File: src/common/stieirq_pkg.sv
/*
 Constants for the switch input edge interrupt block: register offsets,
 field layout, reset values and crossing codes.
 Assumes a 32-bit AXI4-Lite register bus.
*/
`default_nettype none
package stieirq_pkg;
    // Register indices; byte address is four times the index
    localparam logic [7:0] TWO_EN_IDX = 8'h26;
    localparam logic [7:0] THREE_EN_IDX = 8'h27;
    localparam logic [7:0] STATUS_IDX = 8'h28;
    localparam logic [7:0] MASK_IDX = 8'h29;
    localparam logic [7:0] LEVEL_IDX = 8'h2a;
    localparam int ADDR_W = 10;
    localparam int ENABLE_W = 24;
    localparam logic [23:0] ENABLE_RST = 24'h000000;
    localparam logic [23:0] MASK_RST = 24'h000000;
    // Two-threshold group: inputs 12..17, 4-bit fields from bit 0
    localparam int TWO_INPUTS = 6;
    localparam int TWO_FIELD_W = 4;
    // Three-threshold group: inputs 18..21, 6-bit fields from bit 0
    localparam int THREE_INPUTS = 4;
    localparam int THREE_FIELD_W = 6;
    // 6*2 + 4*3 comparator outputs
    localparam int CMP_N = 24;
    localparam int THREE_BASE = 12;
    localparam logic [1:0] EDGE_NONE = 2'h0;
    localparam logic [1:0] EDGE_UP = 2'h1;
    localparam logic [1:0] EDGE_DOWN = 2'h2;
    localparam logic [1:0] EDGE_BOTH = 2'h3;
    localparam logic [1:0] RESP_OKAY = 2'h0;
    localparam logic [1:0] RESP_SLVERR = 2'h2;
endpackage
`default_nettype wire

File: src/stieirq_edge_det.sv
/*
 One comparator output: edge detection gated by a 2-bit crossing select.
 Assumes the comparator level is synchronous to clk.
*/
`default_nettype none
module stieirq_edge_det import stieirq_pkg::*; (
    // Clock and reset
    input wire logic clk,
    input wire logic rstB,
    // Comparator and select
    input wire logic level,
    input wire logic [1:0] edgeSel,
    // Event
    output logic hit
);
    logic prev_q;

    always_ff @(posedge clk or negedge rstB) begin
        if (!rstB) begin
            prev_q <= 1'b0;
        end else begin
            prev_q <= level;
        end
    end

    always_comb begin
        case (edgeSel)
            EDGE_UP: hit = level & ~prev_q;
            EDGE_DOWN: hit = ~level & prev_q;
            EDGE_BOTH: hit = level ^ prev_q;
            default: hit = 1'b0;
        endcase
    end

    a_none_no_hit: assert property (@(posedge clk) disable iff (!rstB)
        edgeSel == EDGE_NONE |-> !hit)
        else $error("hit raised with crossing select off");
endmodule
`default_nettype wire

File: src/stieirq_regs.sv
/*
 AXI4-Lite slave holding the two enable registers, sticky status and mask.
 Assumes one outstanding write and one outstanding read from the master.
*/
// The AXI4-Lite slave port was left to the implementer.
`default_nettype none
module stieirq_regs import stieirq_pkg::*; (
    // Clock and reset
    input wire logic clk,
    input wire logic rstB,
    // AXI4-Lite
    input wire logic [ADDR_W-1:0] awaddr,
    input wire logic awvalid,
    output logic awready,
    input wire logic [31:0] wdata,
    input wire logic [3:0] wstrb,
    input wire logic wvalid,
    output logic wready,
    output logic [1:0] bresp,
    output logic bvalid,
    input wire logic bready,
    input wire logic [ADDR_W-1:0] araddr,
    input wire logic arvalid,
    output logic arready,
    output logic [31:0] rdata,
    output logic [1:0] rresp,
    output logic rvalid,
    input wire logic rready,
    // Block side
    input wire logic [CMP_N-1:0] events,
    input wire logic [CMP_N-1:0] levels,
    output logic [ENABLE_W-1:0] twoEn,
    output logic [ENABLE_W-1:0] threeEn,
    output logic [CMP_N-1:0] status,
    output logic [CMP_N-1:0] mask
);
    logic [ADDR_W-1:0] awAddr_q;
    logic awHeld_q, wHeld_q;
    logic [31:0] wData_q;
    logic [3:0] wStrb_q;
    logic doWrite;
    logic [7:0] wIdx, rIdx;
    logic [31:0] wMask;
    logic [CMP_N-1:0] clrBits;

    assign awready = !awHeld_q && !bvalid;
    assign wready = !wHeld_q && !bvalid;
    assign arready = !rvalid;
    assign doWrite = awHeld_q && wHeld_q && !bvalid;
    assign wIdx = awAddr_q[ADDR_W-1:2];
    assign rIdx = araddr[ADDR_W-1:2];
    assign wMask = {{8{wStrb_q[3]}}, {8{wStrb_q[2]}},
                    {8{wStrb_q[1]}}, {8{wStrb_q[0]}}};

    // Address and data may arrive in either order
    always_ff @(posedge clk or negedge rstB) begin
        if (!rstB) begin
            awHeld_q <= 1'b0;
            wHeld_q <= 1'b0;
            awAddr_q <= '0;
            wData_q <= 32'h00000000;
            wStrb_q <= 4'h0;
        end else begin
            if (awvalid && awready) begin
                awHeld_q <= 1'b1;
                awAddr_q <= awaddr;
            end else if (doWrite) begin
                awHeld_q <= 1'b0;
            end
            if (wvalid && wready) begin
                wHeld_q <= 1'b1;
                wData_q <= wdata;
                wStrb_q <= wstrb;
            end else if (doWrite) begin
                wHeld_q <= 1'b0;
            end
        end
    end

    always_ff @(posedge clk or negedge rstB) begin
        if (!rstB) begin
            bvalid <= 1'b0;
            bresp <= RESP_OKAY;
        end else if (doWrite) begin
            bvalid <= 1'b1;
            bresp <= (wIdx == TWO_EN_IDX || wIdx == THREE_EN_IDX ||
                      wIdx == STATUS_IDX || wIdx == MASK_IDX)
                     ? RESP_OKAY : RESP_SLVERR;
        end else if (bready) begin
            bvalid <= 1'b0;
        end
    end

    always_ff @(posedge clk or negedge rstB) begin
        if (!rstB) begin
            twoEn <= ENABLE_RST;
            threeEn <= ENABLE_RST;
            mask <= MASK_RST;
        end else if (doWrite) begin
            if (wIdx == TWO_EN_IDX)
                twoEn <= (twoEn & ~wMask[23:0]) | (wData_q[23:0] & wMask[23:0]);
            if (wIdx == THREE_EN_IDX)
                threeEn <= (threeEn & ~wMask[23:0])
                           | (wData_q[23:0] & wMask[23:0]);
            if (wIdx == MASK_IDX)
                mask <= (mask & ~wMask[23:0]) | (wData_q[23:0] & wMask[23:0]);
        end
    end

    assign clrBits = (doWrite && wIdx == STATUS_IDX)
                     ? (wData_q[23:0] & wMask[23:0]) : '0;

    // Set wins over a write-one clear in the same cycle
    always_ff @(posedge clk or negedge rstB) begin
        if (!rstB) begin
            status <= '0;
        end else begin
            status <= (status & ~clrBits) | events;
        end
    end

    always_ff @(posedge clk or negedge rstB) begin
        if (!rstB) begin
            rvalid <= 1'b0;
            rdata <= 32'h00000000;
            rresp <= RESP_OKAY;
        end else if (arvalid && arready) begin
            rvalid <= 1'b1;
            rresp <= RESP_OKAY;
            case (rIdx)
                TWO_EN_IDX: rdata <= {8'h00, twoEn};
                THREE_EN_IDX: rdata <= {8'h00, threeEn};
                STATUS_IDX: rdata <= {8'h00, status};
                MASK_IDX: rdata <= {8'h00, mask};
                LEVEL_IDX: rdata <= {8'h00, levels};
                default: begin
                    rdata <= 32'h00000000;
                    rresp <= RESP_SLVERR;
                end
            endcase
        end else if (rready) begin
            rvalid <= 1'b0;
        end
    end

    a_set_beats_clear: assert property (@(posedge clk) disable iff (!rstB)
        events != '0 |=> (status & $past(events)) == $past(events))
        else $error("status event lost");
    a_write_two_en: assert property (@(posedge clk) disable iff (!rstB)
        doWrite && wIdx == TWO_EN_IDX && wStrb_q == 4'hf
        |=> twoEn == $past(wData_q[23:0]))
        else $error("two-threshold enable not written");
    a_write_three_en: assert property (@(posedge clk) disable iff (!rstB)
        doWrite && wIdx == THREE_EN_IDX && wStrb_q == 4'hf
        |=> threeEn == $past(wData_q[23:0]))
        else $error("three-threshold enable not written");
endmodule
`default_nettype wire

File: src/stieirq_top.sv
/*
 Edge interrupt enables for switch inputs 12..21 with sticky status,
 mask and one level interrupt. Assumes comparator levels arrive
 synchronous to clk, ordered first threshold lowest per input.
*/
`default_nettype none
// How it works
// - Low pair of a 4-bit field: 01 up, 10 down, 11 both, 00 none.
// - High pair of a 4-bit field: same coding for the second threshold.
// - A zero pair blocks its threshold only, whatever the other pair says.
// - Inputs 12, 13, 14 use bits 3-0, 7-4, 11-8.
// - Inputs 15, 16, 17 use bits 15-12, 19-16, 23-20.
// - All enable fields read and write and reset to zero.
// - Register at 27h, reset zero, 6-bit fields inputs 18..21 upward.
// - Each 6-bit field holds three pairs, lowest pair first threshold.
// - Two-threshold register sits at 26h, reset zero.
module stieirq_top import stieirq_pkg::*; (
    // Clock and reset
    input wire logic clk,
    input wire logic rst_b,
    // AXI4-Lite
    input wire logic [ADDR_W-1:0] awaddr,
    input wire logic awvalid,
    output logic awready,
    input wire logic [31:0] wdata,
    input wire logic [3:0] wstrb,
    input wire logic wvalid,
    output logic wready,
    output logic [1:0] bresp,
    output logic bvalid,
    input wire logic bready,
    input wire logic [ADDR_W-1:0] araddr,
    input wire logic arvalid,
    output logic arready,
    output logic [31:0] rdata,
    output logic [1:0] rresp,
    output logic rvalid,
    input wire logic rready,
    // Comparators: 2 per input 12..17, then 3 per input 18..21
    input wire logic [CMP_N-1:0] cmpAbove,
    // Interrupt
    output logic irq
);
    logic rstSync1_q, rstB;
    logic [ENABLE_W-1:0] twoEn, threeEn;
    logic [CMP_N-1:0] sel0, sel1, hits, status, mask;
    logic [1:0] sels [CMP_N];
    logic irqAny;

    always_ff @(posedge clk or negedge rst_b) begin
        if (!rst_b) begin
            rstSync1_q <= 1'b0;
            rstB <= 1'b0;
        end else begin
            rstSync1_q <= 1'b1;
            rstB <= rstSync1_q;
        end
    end

    // Two-threshold fields map straight: pair k of the register is cmp k
    genvar g;
    generate
        for (g = 0; g < THREE_BASE; g++) begin : gTwo
            assign sels[g] = twoEn[2*g +: 2];
        end
        for (g = THREE_BASE; g < CMP_N; g++) begin : gThree
            assign sels[g] = threeEn[2*(g-THREE_BASE) +: 2];
        end
        for (g = 0; g < CMP_N; g++) begin : gDet
            stieirq_edge_det uDet (
                .clk(clk),
                .rstB(rstB),
                .level(cmpAbove[g]),
                .edgeSel(sels[g]),
                .hit(hits[g])
            );
            assign sel0[g] = sels[g][0];
            assign sel1[g] = sels[g][1];
        end
    endgenerate

    stieirq_regs uRegs (
        .clk(clk),
        .rstB(rstB),
        .awaddr(awaddr),
        .awvalid(awvalid),
        .awready(awready),
        .wdata(wdata),
        .wstrb(wstrb),
        .wvalid(wvalid),
        .wready(wready),
        .bresp(bresp),
        .bvalid(bvalid),
        .bready(bready),
        .araddr(araddr),
        .arvalid(arvalid),
        .arready(arready),
        .rdata(rdata),
        .rresp(rresp),
        .rvalid(rvalid),
        .rready(rready),
        .events(hits),
        .levels(cmpAbove),
        .twoEn(twoEn),
        .threeEn(threeEn),
        .status(status),
        .mask(mask)
    );

    // Registered so the pin never glitches on status decode
    assign irqAny = |(status & mask);
    always_ff @(posedge clk or negedge rstB) begin
        if (!rstB) begin
            irq <= 1'b0;
        end else begin
            irq <= irqAny;
        end
    end

    a_reset_quiet: assert property (@(posedge clk) disable iff (!rstB)
        (twoEn == '0 && threeEn == '0) |=> !$rose(|status))
        else $error("status set with all enables zero");
    a_rise_recorded: assert property (@(posedge clk) disable iff (!rstB)
        ($rose(cmpAbove[0]) && sel0[0] && !sel1[0]) |=> status[0])
        else $error("rising crossing not recorded");
    a_fall_recorded: assert property (@(posedge clk) disable iff (!rstB)
        ($fell(cmpAbove[1]) && sel1[1]) |=> status[1])
        else $error("falling crossing on second threshold lost");
    a_field_in17: assert property (@(posedge clk) disable iff (!rstB)
        sels[11] == twoEn[23:22] && sels[0] == twoEn[1:0])
        else $error("two-threshold field misplaced");
    a_field_in21: assert property (@(posedge clk) disable iff (!rstB)
        sels[23] == threeEn[23:22] && sels[12] == threeEn[1:0])
        else $error("three-threshold field misplaced");
    a_irq_follows: assert property (@(posedge clk) disable iff (!rstB)
        (|(status & mask)) |=> irq)
        else $error("interrupt not raised for masked-in status");
    a_pair_indep: assert property (@(posedge clk) disable iff (!rstB)
        (sels[2] == EDGE_NONE && $changed(cmpAbove[2]) && !status[2]
         && !$past(hits[2])) |=> !status[2])
        else $error("disabled threshold recorded a crossing");
endmodule
`default_nettype wire

File: config.mk
export PLATFORM = sky130hd
export DESIGN_NAME = stieirq_top
export DESIGN_NICKNAME = d
export VERILOG_FILES = /design/src/common/stieirq_pkg.sv /design/src/stieirq_edge_det.sv /design/src/stieirq_regs.sv /design/src/stieirq_top.sv
export SDC_FILE = /design/constraint.sdc
export NUM_CORES = 1
export LEC_CHECK = 0
export ABC_AREA = 0
export BUFFER_PORTS_ARGS = -buffer_cell sky130_fd_sc_hd__buf_2
export CAP_MARGIN = 10
export CORE_ASPECT_RATIO = 1.5
export CORE_MARGIN = 2
export CORE_UTILIZATION = 40
export CTS_CLUSTER_DIAMETER = 120
export DETAILED_ROUTE_END_ITERATION = 6
export REMOVE_ABC_BUFFERS = 1
export SETUP_SLACK_MARGIN = 0.4
export SLEW_MARGIN = 25
export SYNTH_ARGS = -nofsm -noshare
export SYNTH_HDL_FRONTEND = slang
export SYNTH_HIERARCHICAL = 1
export SYNTH_SLANG_ARGS = --single-unit
File: constraint.sdc
create_clock -name clk -period 13.5 [get_ports clk]
set_clock_uncertainty 0.05 [all_clocks]
set_input_delay 0.675 -clock clk [delete_from_list [all_inputs] [get_ports clk]]
set_output_delay 0.675 -clock clk [all_outputs]
set_load 0.01 [all_outputs]
==> results by group <==
Routing
  – DRC errors left: 0
  – Wire length per cell: 19.9 um
  – Via Count: roughly 7,000
  – Drt first-iter violations: ~470
  – Vias per cell: 5.35
  – Final ANT Viol Nets: 0
  – Drt total wl: ~25,000 um
  – Drt first pass iters: 5

Synth
  – Avg Inst Size Synth: around 11 um^2
  – Yosys top cell area share: around half
  – Synthesized cell area: about 9400 um^2
  – Most used DFF post-synth: dfrtp_1
  – Ys async rst share: between 90% and 100%
  – Gate Count Post-Synth: 840
  – Sequential area share after synthesis: between 50% and 60%
  – Synth area leader: dfrtp_1
  – Synth Register Bits: roughly 190
  – Synth top area cells: dfrtp_1, mux2_2, ha_1
  – Yosys warnings: 6
  – Post-synth EDFFs: 0
  – Synth unique cells: 48

Layout
  – Fill count: 2,179
  – Final nets: 1,078
  – Most frequent cells in the layout: dfrtp_1, mux2_2, buf_2
  – Area grow syn2layout: 15.3%
  – Fraction of layout cells with a size suffix above 1: 28.2%
  – # diodes: 0
  – Finished Layout Cells: 1,271
  – Finished Core Util: ~47%
  – Leading cell type in the layout, fill and taps excluded: dfrtp_1

Floorplan
  – Die width: approximately 130 um
  – Core Rows: 68
  – Die area: around 25,000 um^2
  – Initial Util: roughly two fifths
  – IO Pins: between 100 and 150
  – Die Y: between 150 and 200 um
  – Core area: ~23,000 um^2

Placement
  – Gp weighted congestion: around 0.80
  – Placed cell count: approximately 1,200
  – Hpwl dp: between 15,000 and 20,000 um
  – Place WS: around 10 ns
  – Port buffer count: 105

Setup path
  – Crit path capture type: register
  – CP Buf/Inv Count: 1
  – Critical path data required time: ~14 ns
  – Crit path largest cell delay: between 0.9 and 1 ns
  – Crit-path max FO: 19
  – Crit Path Category: in -> reg
  – CP max-delay cell: nand2_1
  – Crit start category: input port
  – CP top delay family: simple AND/OR/NAND/NOR gates
  – Crit-path cells: buf_2 -> nor4b_2 -> nand2_1 -> a221o_1 -> nand3_1
  – Worst path arrival time: between 3 and 4 ns

STA
  – Tcrit/Tclk final: between 20 and 25%
  – Final Hold Violating Endpoints: 0
  – Max frequency: around 0.34 GHz
  – Total negative setup slack: 0 ns
  – Final setup viols: 0
  – Setup WS post-layout: 10.54 ns
  – Slew Limit Fails: 0
  – Final hold slack: approximately 0.30 ns
  – RSZ-0062 raised after global routing: no
  – Min cycle time layout: a little under 3 ns
  – Worst-margin pin slew: about 1.1 ns
  – Slew margin rel.: around 29%

Power and ir drop
  – Total power divided by cell area: approximately 140 nW/um^2
  – Static Leak: around 0.0053 uW
  – Max VDD drop: between 0.08 and 0.09 mV

Job
  – Max-Cap Viols: 0

Outcome
  – Status: completed

Global route
  – First-pass GRT wire length: ~39,000 um
  – Initial antenna violation count: 0
  – GRT Overall Usage: a little over a fifth
  – Vias in the first global route: roughly 6,600
  – Largest net degree at the start of global routing: 67
  – Total congestion overflow: 0

Clock tree
  – TritonCTS clock tree: done
  – Clock Root Buffer: clkbuf_16
  – Clock Latency Late Sink: between 0.4 and 0.5 ns
  – Clock Path Buffers: 2
  – CTS Buf Count: 17
  – Setup bufs post-CTS: 0
  – Clock slew at reported path FFs: ~0.070 ns
  – H-tree Lvls: 4
  – CTS Sinks: between 150 and 200

Worst hold path
  – Tightest Hold Check Type: reg -> reg
## cells by family after synthesis
group | after synthesis | share of synthesized area, %
fa+ha+maj | 48 | 6.39
other cells | 2 | 0.0800
flops | 188 | 50.1
compound gates | 184 | 13.3
mux | 117 | 13.9
buf+inv | 115 | 5.02
simple gates | 186 | 11.2
## stage by stage
step           instance area (um^2)  total power (uW)
2_1_floorplan                  9240               949
6_report                      10800              1560
3_5_place_dp                  10200              1070
3_3_place_gp                  10200              1060
5_1_grt                       10800              1640
4_1_cts                       10800              1570
## power by group
group	switching (uW)	total, uW	internal (uW)	leakage (uW)
Sequential	130	800	670	0.00246
Clock	226	504	277	0.000270
Combinational	120	254	134	0.00255
Total	477	1560	1080	0.00527
## cell usage after synthesis, types with 4 or more instances
library cell  count
dfrtp_1         188
mux2_2          107
inv_1            76
nor2b_1          51
ha_1             48
nand2_1          48
o21ai_1          48
nor2_1           42
a31oi_1          26
a22o_1           25
a221oi_1         24
clkbuf_1         24
a22oi_1          23
o21ai_0          16
buf_4            10
o31ai_1           9
a21oi_1           6
and2_1            6
mux2i_1           6
nand2_4           6
and3b_1           5
nand3b_1          5
mux2_1            4
nand4_1           4
## area by class of cell
class,count,area (um^2),area share (%)
Sequential cell,188,4710,43.5
Multi-Input combinational cell,546,4260,39.4
Timing Repair Buffer,114,596,5.50
Clock buffer,18,439,4.05
Tap cell,315,394,3.64
Inverter,76,285,2.63
Clock inverter,14,146,1.35
## worst paths after layout
kind | start | to | slack (ns) | cells past startpoint
max | araddr[6] | uRegs/rdata[13] | 10.54 | 5
max in group asynchronous | rstB | asynchronous set/reset pin | 11.65 | 1
min | rstSync1_q | rstB | 0.30 | 0
max reg2reg | uRegs/awAddr_q[3] | register | 11.12 | 4
min reg2reg | rstSync1_q | rstB | 0.30 | 0
min in group asynchronous | rstB | uRegs/wData_q[16] | 0.38 | 0
## metal layers
metal | share of wire [%] | wire, um | GRT usage [%]
met5 | 0 | 0 | 0
met4 | 3.0 | 750 | 8.19
met3 | 4.0 | 1010 | 3.43
met2 | 53 | 13400 | 38.3
met1 | 40 | 10100 | 25.0
## repair_timing
item | CTS | global route
endpoints found under the hold margin | 2 | 0
gates resized for setup | 0 | 0
hold buffers | 1 | 0
No activity file was read; power rests on OpenSTA's default activity.
